===== src/rtl/dpcs_pkg.sv =====
package dpcs_pkg;

  // port count and link event codes
  localparam int NPORT = 2;
  typedef enum logic [2:0] {
    EV_NONE,
    EV_CMD,
    EV_BAD_CMD,
    EV_CLEAR,
    EV_TAKEOVER
  } dpcs_evt_e;

  // one management port as seen at the pins
  typedef struct packed {
    logic       link_clk;
    logic [2:0] evt;
  } dpcs_port_s;

  // open-drain enables, high while the pin is pulled low
  typedef struct packed {
    logic       fault;
    logic       overtemp_warn;
    logic       output_loss_warn;
    logic [1:0] attention;
  } dpcs_od_s;

  // ownership nibble layout, one nibble per port
  localparam int NIB_W     = 4;
  localparam int NIB_CTL   = 0;
  localparam int NIB_TAKE  = 1;
  localparam int NIB_OTHER = 2;
  localparam int NIB_REJ   = 3;
  localparam logic [7:0]  BUS_RESET = 8'h01;
  localparam logic [7:0]  CML_BAD   = 8'h80;
  localparam logic [15:0] RD_BAD    = 16'h0002;

  // register byte offsets
  localparam logic [7:0] OFS_CTRL   = 8'h00;
  localparam logic [7:0] OFS_BUS    = 8'h04;
  localparam logic [7:0] OFS_UNIT   = 8'h08;
  localparam logic [7:0] OFS_ISTAT  = 8'h0c;
  localparam logic [7:0] OFS_IMASK  = 8'h10;
  localparam logic [7:0] OFS_ADDR   = 8'h14;
  localparam logic [31:0] UNMAPPED  = 32'hdeadbeef;

  // interrupt event bits
  localparam int IRQ_W       = 5;
  localparam int IRQ_REJECT  = 0;
  localparam int IRQ_TAKE    = 1;
  localparam int IRQ_BADCMD  = 2;
  localparam int IRQ_FAULT   = 3;
  localparam int IRQ_CLEAR   = 4;

  // unit status field positions
  localparam int UNIT_FAULT  = 0;
  localparam int UNIT_NONCAT = 1;
  localparam int UNIT_CML    = 8;
  localparam int UNIT_RD     = 16;

  // timing
  localparam int CLK_MHZ        = 200;
  localparam int OTW_MARGIN_C   = 5;
  localparam int TEMP_SHDN_C    = 100;
  localparam int PG_PERIOD_US   = 1000;
  localparam int PG_HALF_CYC    = PG_PERIOD_US * CLK_MHZ / 2;
  localparam int BLINK_PERIOD_US = 500000;
  localparam int BLINK_HALF_CYC = BLINK_PERIOD_US / 2 * CLK_MHZ;

endpackage


===== src/rtl/dpcs_top.sv =====
// Local design decisions: the address map and register access over Avalon-MM.
`timescale 1ns/100ps
// Summary of operation
// - only the controlling port's clear erases unit fault status
// - controller's clear leaves the other port's nibble and attention alone
// - unit alarms never touch the ownership status byte
// - command from non-owner is rejected, attention raised, rejected bits set
// - port one command while port zero owns gives byte 0xc1
// - takeover with fault pending raises both attentions, byte 0x74
// - attention holds while the port's own status bits are set
// - non-owner clear drops its own bits, 0x1c to 0x10, releases attention
// - owner bad command: attention, error byte 0x80, read word 0x0002
// - temperature warning low within five degrees of shutdown
// - output-loss warning low when output loss is imminent
// - during overload the output-loss warning pulses at 1 ms period
// - non-shutdown faults reported as non-catastrophic internal failure
// - main output on only while enable strap held at ground
// - address bits three to zero from first and second level inputs
// - input lamp off in RS-485 mode, otherwise steady when input ok, blinking when out of limits
module dpcs_top
  import dpcs_pkg::*;
#(
  parameter int PG_HALF    = PG_HALF_CYC,
  parameter int BLINK_HALF = BLINK_HALF_CYC,
  parameter int TEMP_SHDN  = TEMP_SHDN_C
) (
  input  wire logic         clk,
  input  wire logic         reset,
  input  wire logic [7:0]   avs_address,
  input  wire logic         avs_read,
  input  wire logic         avs_write,
  input  wire logic [31:0]  avs_writedata,
  input  wire logic [3:0]   avs_byteenable,
  output logic      [31:0]  avs_readdata,
  output logic              avs_waitrequest,
  output logic              irq,
  input  wire dpcs_port_s   port [NPORT],
  input  wire logic         unit_fault,
  input  wire logic         noncat_fail,
  input  wire logic [7:0]   temp_c,
  input  wire logic         loss_imminent,
  input  wire logic         overload,
  input  wire logic         input_present,
  input  wire logic         input_ok,
  input  wire logic         output_ok,
  input  wire logic         enable_strap_n,
  input  wire logic         rs485_mode,
  input  wire logic [1:0]   addr_level_first,
  input  wire logic [1:0]   addr_level_second,
  output dpcs_od_s          od_oe,
  output dpcs_od_s          od_o,
  output logic              main_out_on,
  output logic [3:0]        bus_addr_low,
  output logic              input_lamp,
  output logic              output_lamp,
  output logic              module_present_out
);

  initial begin
    if (PG_HALF < 1 || BLINK_HALF < 1 || TEMP_SHDN < OTW_MARGIN_C)
      $error("dpcs_top: parameter out of range");
  end

  // synchronised pins
  localparam int PW = 4;
  localparam int MW = 9 + 8;
  logic [PW-1:0] port_q [NPORT];
  logic [MW-1:0] misc_q;
  logic [NPORT-1:0] lclk_d;
  logic unit_fault_q, noncat_q, loss_q, ovl_q, inp_pres_q, inp_ok_q;
  logic out_ok_q, strap_n_q, rs485_q;
  logic [7:0] temp_q;

  genvar gp;
  generate
    for (gp = 0; gp < NPORT; gp++) begin : g_port_sync
      dpcs_sync #(.W(PW)) u_sync (
        .clk   (clk),
        .reset (reset),
        .d     ({port[gp].link_clk, port[gp].evt}),
        .q     (port_q[gp])
      );
    end
  endgenerate

  dpcs_sync #(.W(MW)) u_misc_sync (
    .clk   (clk),
    .reset (reset),
    .d     ({unit_fault, noncat_fail, loss_imminent, overload,
             input_present, input_ok, output_ok, enable_strap_n,
             rs485_mode, temp_c}),
    .q     (misc_q)
  );
  assign {unit_fault_q, noncat_q, loss_q, ovl_q, inp_pres_q, inp_ok_q,
          out_ok_q, strap_n_q, rs485_q, temp_q} = misc_q;

  // link clock edge detect on the synchronised copy
  logic [2:0] evt_take [NPORT];
  always_ff @(posedge clk) begin
    for (int p = 0; p < NPORT; p++) begin
      if (reset) begin
        lclk_d[p]   <= 1'b0;
        evt_take[p] <= 3'h0;
      end else begin
        lclk_d[p]   <= port_q[p][3];
        evt_take[p] <= (port_q[p][3] && !lclk_d[p]) ? port_q[p][2:0] : 3'h0;
      end
    end
  end

  // ownership and unit status
  logic [7:0]  bus_st;
  logic [7:0]  cml;
  logic [15:0] rd_word;
  logic        fault_lat, noncat_lat;
  logic        owner;
  logic [7:0]  next_bus;
  logic [7:0]  next_cml;
  logic [15:0] next_rd;
  logic        next_owner, unit_clr;
  logic [IRQ_W-1:0] ev;

  function automatic logic is_evt(input logic [2:0] c, input dpcs_evt_e e);
    return c == 3'(e);
  endfunction

  // event decode, port zero first then port one
  always_comb begin
    next_bus   = bus_st;
    next_cml   = cml;
    next_rd    = rd_word;
    next_owner = owner;
    unit_clr   = 1'b0;
    ev         = '0;
    for (int p = 0; p < NPORT; p++) begin
      if (is_evt(evt_take[p], EV_CMD) && next_owner != 1'(p)) begin
        next_bus[p*NIB_W + NIB_REJ]   = 1'b1;
        next_bus[p*NIB_W + NIB_OTHER] = 1'b1;
        ev[IRQ_REJECT] = 1'b1;
      end
      if (is_evt(evt_take[p], EV_BAD_CMD)) begin
        if (next_owner == 1'(p)) begin
          next_cml = CML_BAD;
          next_rd  = RD_BAD;
          ev[IRQ_BADCMD] = 1'b1;
        end else begin
          next_bus[p*NIB_W + NIB_REJ]   = 1'b1;
          next_bus[p*NIB_W + NIB_OTHER] = 1'b1;
          ev[IRQ_REJECT] = 1'b1;
        end
      end
      if (is_evt(evt_take[p], EV_TAKEOVER) && next_owner != 1'(p)) begin
        next_bus[(1-p)*NIB_W +: NIB_W] = 4'h0;
        next_bus[(1-p)*NIB_W + NIB_OTHER] = 1'b1;
        next_bus[p*NIB_W + NIB_CTL]   = 1'b1;
        next_bus[p*NIB_W + NIB_TAKE]  = 1'b1;
        next_bus[p*NIB_W + NIB_OTHER] = 1'b1;
        next_owner = 1'(p);
        ev[IRQ_TAKE] = 1'b1;
      end
      if (is_evt(evt_take[p], EV_CLEAR)) begin
        next_bus[p*NIB_W + 1 +: NIB_W-1] = 3'h0;
        ev[IRQ_CLEAR] = 1'b1;
        if (next_owner == 1'(p)) begin
          unit_clr = 1'b1;
          next_cml = 8'h00;
          next_rd  = 16'h0000;
        end
      end
    end
  end

  // byte fed only by port events
  always_ff @(posedge clk) begin
    if (reset) begin
      bus_st  <= BUS_RESET;
      owner   <= 1'b0;
      cml     <= 8'h00;
      rd_word <= 16'h0000;
    end else begin
      bus_st  <= next_bus;
      owner   <= next_owner;
      cml     <= next_cml;
      rd_word <= next_rd;
    end
  end

  // latched faults, a persisting fault sets again
  always_ff @(posedge clk) begin
    if (reset) begin
      fault_lat  <= 1'b0;
      noncat_lat <= 1'b0;
    end else begin
      fault_lat  <= unit_fault_q || (fault_lat && !unit_clr);
      noncat_lat <= noncat_q || (noncat_lat && !unit_clr);
    end
  end

  logic [NPORT-1:0] attn;
  always_comb begin
    for (int p = 0; p < NPORT; p++) begin
      attn[p] = |bus_st[p*NIB_W + 1 +: NIB_W-1] ||
                (owner == 1'(p) &&
                 (fault_lat || noncat_lat || cml != 8'h00));
    end
  end

  // pulse and blink generators
  logic pg_phase, blink_phase;
  dpcs_blink #(.HALF(PG_HALF)) u_pg_pulse (
    .clk   (clk),
    .reset (reset),
    .run   (ovl_q),
    .phase (pg_phase)
  );
  dpcs_blink #(.HALF(BLINK_HALF)) u_lamp_blink (
    .clk   (clk),
    .reset (reset),
    .run   (1'b1),
    .phase (blink_phase)
  );

  // register bus state
  logic             ctrl_out_en;
  logic [IRQ_W-1:0] istat, imask;
  logic             rd_done, wr_done;
  logic             istat_rd;
  assign rd_done  = avs_read && !avs_waitrequest;
  assign wr_done  = avs_write && !avs_waitrequest;
  assign istat_rd = rd_done && avs_address == OFS_ISTAT;

  // one wait cycle, then completion edge
  always_ff @(posedge clk) begin
    if (reset)
      avs_waitrequest <= 1'b1;
    else if ((avs_read || avs_write) && avs_waitrequest)
      avs_waitrequest <= 1'b0;
    else
      avs_waitrequest <= 1'b1;
  end

  // read mux, sampled during the wait cycle
  always_ff @(posedge clk) begin
    if (reset) begin
      avs_readdata <= 32'h0;
    end else if (avs_read && avs_waitrequest) begin
      case (avs_address)
        OFS_CTRL:  avs_readdata <= {31'h0, ctrl_out_en};
        OFS_BUS:   avs_readdata <= {23'h0, owner, bus_st};
        OFS_UNIT:  avs_readdata <= {rd_word, cml, 6'h0, noncat_lat,
                                    fault_lat};
        OFS_ISTAT: avs_readdata <= {27'h0, istat};
        OFS_IMASK: avs_readdata <= {27'h0, imask};
        OFS_ADDR:  avs_readdata <= {28'h0, bus_addr_low};
        default:   avs_readdata <= UNMAPPED;
      endcase
    end
  end

  // writable control and mask
  always_ff @(posedge clk) begin
    if (reset) begin
      ctrl_out_en <= 1'b1;
      imask       <= '0;
    end else if (wr_done && avs_byteenable[0]) begin
      if (avs_address == OFS_CTRL)
        ctrl_out_en <= avs_writedata[0];
      if (avs_address == OFS_IMASK)
        imask <= avs_writedata[IRQ_W-1:0];
    end
  end

  // sticky status, set wins over read-clear
  logic fault_d;
  always_ff @(posedge clk) begin
    if (reset) begin
      istat   <= '0;
      fault_d <= 1'b0;
    end else begin
      fault_d <= fault_lat;
      istat   <= (istat & {IRQ_W{!istat_rd}}) | ev |
                 (IRQ_W'(fault_lat && !fault_d) << IRQ_FAULT);
    end
  end

  // level interrupt
  always_ff @(posedge clk) begin
    if (reset)
      irq <= 1'b0;
    else
      irq <= |(istat & imask);
  end

  // address levels synchronised, captured once settled
  logic [3:0] next_addr;
  logic [1:0] addr_wait;
  logic       addr_cap;
  dpcs_sync #(.W(4)) u_addr_sync (
    .clk   (clk),
    .reset (reset),
    .d     ({addr_level_first, addr_level_second}),
    .q     (next_addr)
  );

  // wait for the synchroniser to fill before the one capture
  always_ff @(posedge clk) begin
    if (reset) begin
      addr_wait    <= 2'h0;
      addr_cap     <= 1'b0;
      bus_addr_low <= 4'h0;
    end else if (!addr_cap) begin
      if (addr_wait == 2'h2) begin
        addr_cap     <= 1'b1;
        bus_addr_low <= next_addr;
      end else begin
        addr_wait <= addr_wait + 2'h1;
      end
    end
  end

  // open-drain pins and lamps
  always_ff @(posedge clk) begin
    if (reset) begin
      od_oe              <= '0;
      od_o               <= '0;
      main_out_on        <= 1'b0;
      input_lamp         <= 1'b0;
      output_lamp        <= 1'b0;
      module_present_out <= 1'b0;
    end else begin
      od_o               <= '0;
      od_oe.attention    <= attn;
      od_oe.fault        <= fault_lat || noncat_lat;
      od_oe.overtemp_warn <=
        temp_q >= 8'(TEMP_SHDN - OTW_MARGIN_C);
      od_oe.output_loss_warn <= ovl_q ? pg_phase : (loss_q || !out_ok_q);
      main_out_on <= !strap_n_q && !rs485_q && ctrl_out_en;
      input_lamp  <= !rs485_q &&
                     (inp_ok_q || (inp_pres_q && blink_phase));
      output_lamp <= out_ok_q && (!ovl_q || blink_phase);
      module_present_out <= 1'b0;
    end
  end

  // port one rejected while port zero owns
  chk_reject_code: assert property (@(posedge clk) disable iff (reset)
    is_evt(evt_take[1], EV_CMD) && owner == 1'b0 && bus_st == BUS_RESET
    && evt_take[0] == 3'h0 |=> bus_st == 8'hc1 ##2 od_oe.attention[1])
    else $error("rejected command did not give 0xc1");
  chk_reject_bits: assert property (@(posedge clk) disable iff (reset)
    is_evt(evt_take[0], EV_CMD) && owner == 1'b1 |=>
    bus_st[NIB_REJ] && bus_st[NIB_OTHER])
    else $error("rejected command bits missing");
  chk_takeover_code: assert property (@(posedge clk) disable iff (reset)
    is_evt(evt_take[1], EV_TAKEOVER) && owner == 1'b0 &&
    bus_st == BUS_RESET && evt_take[0] == 3'h0 |=>
    bus_st == 8'h74 ##2 (&od_oe.attention || !fault_lat))
    else $error("takeover did not give 0x74");
  chk_clear_other: assert property (@(posedge clk) disable iff (reset)
    is_evt(evt_take[1], EV_CLEAR) && owner == 1'b0 && evt_take[0] == 3'h0
    && !unit_fault_q && fault_lat |=> fault_lat)
    else $error("non-owner clear erased fault");
  chk_clear_keeps: assert property (@(posedge clk) disable iff (reset)
    is_evt(evt_take[0], EV_CLEAR) && owner == 1'b0 && evt_take[1] == 3'h0
    |=> bus_st[7:4] == $past(bus_st[7:4]))
    else $error("owner clear touched other nibble");
  chk_clear_own: assert property (@(posedge clk) disable iff (reset)
    bus_st == 8'h1c && is_evt(evt_take[0], EV_CLEAR) && evt_take[1] == 3'h0
    |=> bus_st == 8'h10 ##2 !od_oe.attention[0])
    else $error("own clear did not give 0x10");
  chk_attn_hold: assert property (@(posedge clk) disable iff (reset)
    |bus_st[3:1] ##1 |bus_st[3:1] |=> od_oe.attention[0])
    else $error("attention dropped with status bits set");
  chk_bad_cmd: assert property (@(posedge clk) disable iff (reset)
    is_evt(evt_take[owner], EV_BAD_CMD) && evt_take[!owner] == 3'h0
    |=> cml == CML_BAD && rd_word == RD_BAD)
    else $error("bad command not reported");
  chk_alarm_bus: assert property (@(posedge clk) disable iff (reset)
    evt_take[0] == 3'h0 && evt_take[1] == 3'h0 |=> $stable(bus_st))
    else $error("status byte changed without port event");
  chk_strap_out: assert property (@(posedge clk) disable iff (reset)
    strap_n_q |=> !main_out_on)
    else $error("output on with strap released");
  chk_pg_pulse: assert property (@(posedge clk) disable iff (reset)
    ovl_q && $past(ovl_q) && $rose(pg_phase) |=>
    od_oe.output_loss_warn)
    else $error("loss warning not pulsing");
  cov_takeover: cover property (@(posedge clk) disable iff (reset)
    bus_st == 8'h74);
  cov_reject: cover property (@(posedge clk) disable iff (reset)
    bus_st == 8'h1c ##[1:200] bus_st == 8'h10);
  cov_irq: cover property (@(posedge clk) disable iff (reset) $rose(irq));

endmodule


===== src/rtl/dpcs_sync.sv =====
`timescale 1ns/100ps
// two-flop synchroniser for pin levels
module dpcs_sync #(
  parameter int W = 1
) (
  input  wire logic         clk,
  input  wire logic         reset,
  input  wire logic [W-1:0] d,
  output logic      [W-1:0] q
);
  logic [W-1:0] meta;

  // first stage feeds only the second
  always_ff @(posedge clk) begin
    if (reset) begin
      meta <= '0;
      q    <= '0;
    end else begin
      meta <= d;
      q    <= meta;
    end
  end
endmodule


===== src/rtl/dpcs_blink.sv =====
`timescale 1ns/100ps
// square wave while run is high, low when idle
module dpcs_blink #(
  parameter int HALF = 100000
) (
  input  wire logic clk,
  input  wire logic reset,
  input  wire logic run,
  output logic      phase
);
  logic [31:0] cnt;

  initial begin
    if (HALF < 1) $error("dpcs_blink: HALF must be at least one");
  end

  // half-period counter, restarts when stopped
  always_ff @(posedge clk) begin
    if (reset || !run) begin
      cnt   <= '0;
      phase <= 1'b0;
    end else if (cnt == 32'(HALF - 1)) begin
      cnt   <= '0;
      phase <= !phase;
    end else begin
      cnt <= cnt + 32'h1;
    end
  end
endmodule


===== config.mk =====
export PLATFORM = sky130hd
export DESIGN_NAME = dpcs_top
export DESIGN_NICKNAME = d
export VERILOG_FILES = /design/src/rtl/dpcs_pkg.sv /design/src/rtl/dpcs_top.sv /design/src/rtl/dpcs_sync.sv /design/src/rtl/dpcs_blink.sv
export SDC_FILE = /design/constraint.sdc
export NUM_CORES = 1
export LEC_CHECK = 0
export BUFFER_PORTS_ARGS = -buffer_cell sky130_fd_sc_hd__buf_2
export CORE_UTILIZATION = 35
export CTS_CLUSTER_DIAMETER = 30
export DETAILED_ROUTE_END_ITERATION = 12
export PLACE_DENSITY = 0.61
export SYNTH_ARGS = -nofsm -noshare
export SYNTH_HDL_FRONTEND = slang
export SYNTH_SLANG_ARGS = --single-unit

===== constraint.sdc =====
create_clock -name clk -period 3.7 [get_ports clk]
set_input_delay 0.37 -clock clk [delete_from_list [all_inputs] [get_ports clk]]
set_output_delay 0.37 -clock clk [all_outputs]
set_load 0.02 [all_outputs]

==> results of run 1 <==
-- final timing paths --
path	slack, ns	endpoint	depth (start not counted)	from
max	1.32	u_lamp_blink.cnt[10]$_SDFF_PP0_	7	u_lamp_blink.cnt[0]$_SDFF_PP0_
min reg2reg	0.39	main_out_on$_SDFF_PP0_	1	u_misc_sync.q[9]$_SDFF_PP0_
max reg2reg	1.32	u_lamp_blink.cnt[10]$_SDFF_PP0_	7	u_lamp_blink.cnt[0]$_SDFF_PP0_
min	0.03	u_misc_sync.meta[4]$_SDFF_PP0_	2	temp_c[4]
-- flip-flops by register name (all words and copies together), names as in the netlist, 2 cells and up --
register                 cells
u_misc_sync.meta            17
bus_addr_low                 4
g_port_sync.u_sync.meta      8
istat                        5
u_misc_sync.q               17
cml                          8
g_port_sync.u_sync.q         8
addr_wait                    2
u_addr_sync.meta             4
bus_st                       8
imask                        5
u_pg_pulse.cnt              32
u_lamp_blink.cnt            32
evt_take                     6
od_oe                        5
avs_readdata                32
lclk_d                       2
u_addr_sync.q                4
rd_word                     16
-- metal layers --
metal / wire length, microns / vias to the layer above / part of all wire / global-route usage
li1: - / 3272 / - / -
met1: 8650 / 2883 / 0.48 / 0.206
met2: 7840 / 171 / 0.44 / 0.223
met3: 1020 / 38 / 0.057 / 0.0396
met4: 410 / 4 / 0.023 / 0.0677
met5: 22 / - / 0.0012 / 0
-- cells by family after synthesis --
logic type	Yosys count
AO/OA/AOI/OAI	108
XOR/XNOR	61
adder cells (fa/ha/maj)	3
buffers and inverters	56
flip-flops	228
multiplexers	14
other	1
AND/OR/NAND/NOR	417
-- layout make-up --
| cell class | instances | area share |
|---|---|---|
| inverters | 12 | 0.00413 |
| well taps | 319 | 0.0366 |
| multi-input cells | 609 | 0.329 |
| flip-flops and latches | 228 | 0.418 |
| clock inverters | 37 | 0.0385 |
| repair buffers | 99 | 0.0472 |
| clock buffers | 58 | 0.126 |
-- cells in the mapped netlist, drive strengths merged, types with 2 or more instances --
cell,instances
nor4b,2
xor2,20
nand2b,2
a222oi,2
or3,6
nor2,137
xnor2,41
nand3b,3
mux2i,13
a31oi,6
nand3,28
nor4,25
ha,3
o21ai,30
buf,16
and4b,2
and2,32
and4,11
or2,2
o31ai,2
nor3,21
nand2,44
nor3b,2
clkbuf,28
nand4,20
a22oi,8
a22o,2
o21a,2
and3,8
a2111oi,2
a211oi,2
dfxtp,228
nor2b,70
a21oi,45
inv,12
-- worst register-to-register path, delay by kind of cell (launching register included) --
family / cells / cell delay, ns
adder cells (fa/ha/maj): 1 / 0.25
buffers and inverters: 1 / 0.31
flip-flops: 1 / 0.35
AND/OR/NAND/NOR: 5 / 1.31
-- metrics by stage --
stage	utilization	instance area, sq um	hold WS (ns)	setup WS, ns	power (mW)
after floorplan	-	8410	0.374	1.82	2.81
after detailed placement	0.388	9120	0.382	1.31	2.90
after global placement	0.388	9120	0.375	1.36	2.90
final	0.465	10900	0.0295	1.32	7.40
after global routing	0.465	10900	0.0206	1.06	7.68
after CTS	0.465	10900	0.00583	1.28	7.50
-- power breakdown --
part / total, mW / leakage, nW / internal (mW) / switching [mW]
combinational: 0.276 / 1.56 / 0.106 / 0.170
sequential: 2.58 / 1.86 / 2.54 / 0.0351
clock: 4.55 / 0.867 / 3.06 / 1.49
==> metrics, run 1 <==
Synth Area in Adders=0.00447; critical-path cell list=ha_1, nand4_2, or2_1, nor4_1, or2_1, buf_4, nor2_1; sequential cell area in the final layout=4560 sq um; Worst Path Max Fanout=25; min Tclk post-route=2.38 ns; largest family of logic cells by synthesized area=simple AND/OR/NAND/NOR gates; Worst Path Buf+Inv=1; category of cells accounting for the largest share of critical-path delay=simple AND/OR/NAND/NOR gates; final setup skew=0.0264 ns; Critical Path Source Type=flop; most used cell along the critical path=or2_1; number of global-route vias before repair=5944; area share of xor/xnor cells in the synthesized design=0.0637; worst-skew pair later-pin latency=0.54 ns; share of the synthesized area in the top cell type=0.544; maximum level of the CTS H-tree=2; DR DRC count=0; Worst path max stage delay=0.51 ns; number of antenna violations at the first check in global routing=2; number of enable flip-flop cells after synthesis=0; TritonCTS clock tree=yes; WP data required=4.11 ns; Core Region=23500 sq um; number of synthesized register bits=228; final setup violation count=0; hold violation count in the final report=0; share of synthesized area occupied by flip-flops and latches=0.544; Worst-Margin Slew=0.979 ns; number of I/O pins=129; peak ir drop on the vdd network=0.353 mV; HPWL after DPL=11700 microns; Die W=157 microns; top flip-flop cell by instance count after synthesis=dfxtp_1; Sink Count=228; worst setup path class=flop to flop; unrepaired setup endpoints after global routing=false; maximum number of pins on one net before global-route repair=50; final number of max-transition violations=0; share of cells above drive strength 1=0.196; Clk pin slew, worst setup/hold paths=0.05 ns; GRT Overall Usage=0.151; Rel. slew slack=0.346; highest achievable clock rate=0.421 GHz; DRT iter0 DRCs=336; number of different library cells in the post-synthesis netlist=54; buffers added on ports=92; Synth Area in Simple Gates=0.264; starting utilization of the core area=0.357; cell area after synthesis=8390 sq um; number of nets with antenna violations after routing=0; largest area contributor in the netlist=dfxtp_1; Nets=1081; number of buffers on the longest clock path=3; Antenna Cells=0; Detailed Route WL=17900 microns; portion of netlist area occupied by mux cells=0.0182; PD cells=678 nW/um^2; crit share post-route=0.642; Cells after Synth=888; number of synthesis warnings=0; die extent in y=157 microns; number of placement rows=56; type of element capturing the critical path=flop; full die area=24600 sq um; Leakage Power=4.28 nW; detail-routed net length per standard cell=13.2 microns; total negative slack=0 ns; worst endpoint data arrival time=2.79 ns; Final Wtd Congestion=0.754; average cell area after synthesis=9.45 sq um; total area of multi-input combinational cells=3590 sq um; layout overhead on the synthesized area=30.1%; count of buffers added by post-CTS timing repair for setup=0; max-capacitance violation count=0; Clk Tree Root Cell=clkbuf_16; CTS hold repair buffers=0; Synth area leaders=dfxtp_1 (54%), nor2_1 (6.1%), nor2b_1 (5.2%), xnor2_1 (4.3%), a21oi_1 (2.7%); Cell Count, Final, Fillers Out=1362; FFs w/ async S/R, synth=0; most common cell after layout, fill and taps aside=dfxtp_1; first drt pass iteration count=5; clock buffers created by TritonCTS=51; vias post-DR=6368; status=finished clean; final-layout fill cell count=2238; worst min-delay path class=primary input to flop; Cell Count Post-Placement=1267; Max stage delay cell, worst path=nor4_1; GR Overflow Total=0; wire length of the first global-routing pass=29600 microns; vias per cell=4.68; fraction of the mapped netlist area in compound gates=0.0752; Resized Gates After CTS=0; leading cell types in the layout, fill and taps excluded=dfxtp_1 (228), nor2_1 (137), buf_2 (91)
Note: power is estimated with default switching activity, not from simulation.
==> inputs of run 2 (changes only) <==
==> constraint.sdc (replaced) <==
create_clock -name clk -period 2.2 [get_ports clk]
set_input_delay 0.22 -clock clk [delete_from_list [all_inputs] [get_ports clk]]
set_output_delay 0.22 -clock clk [all_outputs]
set_load 0.02 [all_outputs]
==> run 2 against run 1 <==
- register-to-register slack worse by 1.1 ns
- sequential share of layout area fell by 0.70 points
- first-iteration DRC count up 23%
- critical path depth is 1 higher
- via count rose by 0.68%
- maximum frequency increased by 19%
- count of clock-buffer cells in the layout fell by 3
- setup slack lost 1.1 ns
- flip-flop and latch count did not move
- non-clock buffer count up 50
- largest cell class unchanged
- highest routed layer unchanged
==> metrics, run 2 (synthesized netlist as in run 1, its figures left out) <==
DRT iter0 DRCs=412 (was 336); total area of multi-input combinational cells=3590 sq um (unchanged); full die area=24600 sq um (unchanged); highest achievable clock rate=0.502 GHz (was 0.421 GHz); WP data required=2.60 ns (was 4.11 ns); HPWL after DPL=11900 microns (was 11700 microns); type of element capturing the critical path=flop (unchanged); Clk pin slew, worst setup/hold paths=0.05 ns (about the same); Worst Path Max Fanout=16 (was 25); final cell utilization of the core=0.473 (was 0.465); endpoint of the worst register-to-register path=u_lamp_blink.cnt[18]$_SDFF_PP0_ (was u_lamp_blink.cnt[10]$_SDFF_PP0_); share of cells above drive strength 1=0.183 (was 0.196); vias per cell=4.59 (was 4.68); status=finished clean (unchanged); Worst-Margin Slew=0.528 ns (was 0.979 ns); number of nets with antenna violations after routing=0 (unchanged); wire length of the first global-routing pass=29900 microns (was 29600 microns); Detailed Route WL=18100 microns (was 17900 microns); leading cell types in the layout, fill and taps excluded=dfxtp_1 (228), nor2_1 (137), buf_2 (91) (unchanged); DR DRC count=0 (unchanged); count of buffers added by post-CTS timing repair for setup=0 (unchanged); Setup WS post-layout=0.208 ns (was 1.32 ns); final setup violation count=0 (unchanged); Sink Count=228 (unchanged); final number of max-transition violations=0 (unchanged); crit share post-route=0.906 (was 0.642); FF-to-FF path depth=8 (was 7); buffers added on ports=92 (unchanged); worst endpoint data arrival time=2.39 ns (was 2.79 ns); die extent in y=157 microns (unchanged); Worst Hold Slack=0.0785 ns (was 0.0295 ns); unrepaired setup endpoints after global routing=false (unchanged); number of I/O pins=129 (unchanged); most common cell after layout, fill and taps aside=dfxtp_1 (unchanged); Die W=157 microns (unchanged); total chip power=11.5 mW (was 7.40 mW); Resized Gates After CTS=0 (unchanged); PD cells=1030 nW/um^2 (was 678 nW/um^2); number of antenna violations at the first check in global routing=2 (unchanged); GRT Overall Usage=0.152 (was 0.151); min Tclk post-route=1.99 ns (was 2.38 ns); detail-routed net length per standard cell=13.0 microns (was 13.2 microns); max-capacitance violation count=0 (unchanged); worst min-delay path class=primary input to flop (unchanged); GR Overflow Total=0 (unchanged); sequential cell area in the final layout=4560 sq um (unchanged); startpoint of the tightest hold check path=reset (was temp_c[4]); Clk Tree Root Cell=clkbuf_16 (unchanged); hold violation count in the final report=0 (unchanged); number of placement rows=56 (unchanged); largest registers in the final layout=avs_readdata x32, u_lamp_blink.cnt x32, u_pg_pulse.cnt x32 (unchanged); TritonCTS clock tree=yes (unchanged); Nets=1124 (was 1081); CTS hold repair buffers=36 (was 0); final-layout fill cell count=2188 (was 2238); start of the worst register-to-register path=u_lamp_blink.cnt[0]$_SDFF_PP0_ (unchanged); worst-skew pair later-pin latency=0.52 ns (was 0.54 ns); hold worst-path end=g_port_sync[1].u_sync.meta[1]$_SDFF_PP0_ (was u_misc_sync.meta[4]$_SDFF_PP0_); setup slack of the most critical reg-to-reg path=0.21 ns (was 1.32 ns); number of global-route vias before repair=6187 (was 5944); worst setup path class=flop to flop (unchanged); Core Region=23500 sq um (unchanged); first drt pass iteration count=4 (was 5); Hold Path Depth=2 (unchanged); maximum number of pins on one net before global-route repair=33 (was 50); clock buffers created by TritonCTS=44 (was 51); layout overhead on the synthesized area=32.3% (was 30.1%); peak ir drop on the vdd network=0.630 mV (was 0.353 mV); maximum level of the CTS H-tree=2 (unchanged); final setup skew=0.0211 ns (was 0.0264 ns); Leakage Power=4.37 nW (was 4.28 nW); starting utilization of the core area=0.357 (unchanged); DP Worst Slack=0.234 ns (was 1.31 ns); number of buffers on the longest clock path=3 (unchanged); Critical Path Source Type=flop (unchanged); total negative slack=0 ns (unchanged); Rel. slew slack=0.648 (was 0.346); vias post-DR=6411 (was 6368); Final Wtd Congestion=0.774 (was 0.754)
## run 2: worst max-delay path, cell delays in order, from the launching register on
cell and delay (ns):
dfxtp_1 0.35, ha_1 0.19, nand4_2 0.14, or2_1 0.25
nor4_1 0.37, buf_4 0.18, or2_1 0.11, buf_4 0.22
nor2_1 0.07
## run 2: layout make-up
cell class | instances | area share
antenna | 1 | 0.000226
clock buffer | 55 | 0.108
clock inverter | 25 | 0.0275
inverter | 12 | 0.00406
multi-input combinational | 609 | 0.324
sequential | 228 | 0.411
tap | 319 | 0.0360
timing repair buffer | 149 | 0.0895
## run 2: report_power, final
| part | switching (mW) | total, mW | internal [mW] | leakage (nW) |
|---|---|---|---|---|
| combinational | 0.297 | 0.526 | 0.229 | 1.78 |
| clock | 2.16 | 6.61 | 4.46 | 0.723 |
| sequential | 0.0607 | 4.33 | 4.27 | 1.86 |
| total | 2.51 | 11.5 | 8.96 | 4.37 |
## run 2: worst max-delay path by stage
stage                                         startpoint                               to  slack, ns
after floorplan           u_lamp_blink.cnt[0]$_SDFF_PP0_  u_lamp_blink.cnt[30]$_SDFF_PP0_       0.32
after global routing      u_lamp_blink.cnt[0]$_SDFF_PP0_  u_lamp_blink.cnt[18]$_SDFF_PP0_       0.05
after CTS                 u_lamp_blink.cnt[0]$_SDFF_PP0_  u_lamp_blink.cnt[20]$_SDFF_PP0_       0.20
after global placement    u_lamp_blink.cnt[0]$_SDFF_PP0_  u_lamp_blink.cnt[28]$_SDFF_PP0_       0.24
after detailed placement  u_lamp_blink.cnt[0]$_SDFF_PP0_  u_lamp_blink.cnt[14]$_SDFF_PP0_       0.23
final                     u_lamp_blink.cnt[0]$_SDFF_PP0_  u_lamp_blink.cnt[18]$_SDFF_PP0_       0.21
## run 2: stage by stage
stage	cell area (sq um)	std cells
after global placement	9230	1281
after CTS	11100	1397
after detailed placement	9230	1281
after global routing	11100	1398
final	11100	1398
after floorplan	8410	893
## run 2: metal layers
layer	global-route usage	wire length, microns
met1	0.201	8860
met2	0.236	7930
met3	0.0449	978
met4	0.0523	333
met5	0	12
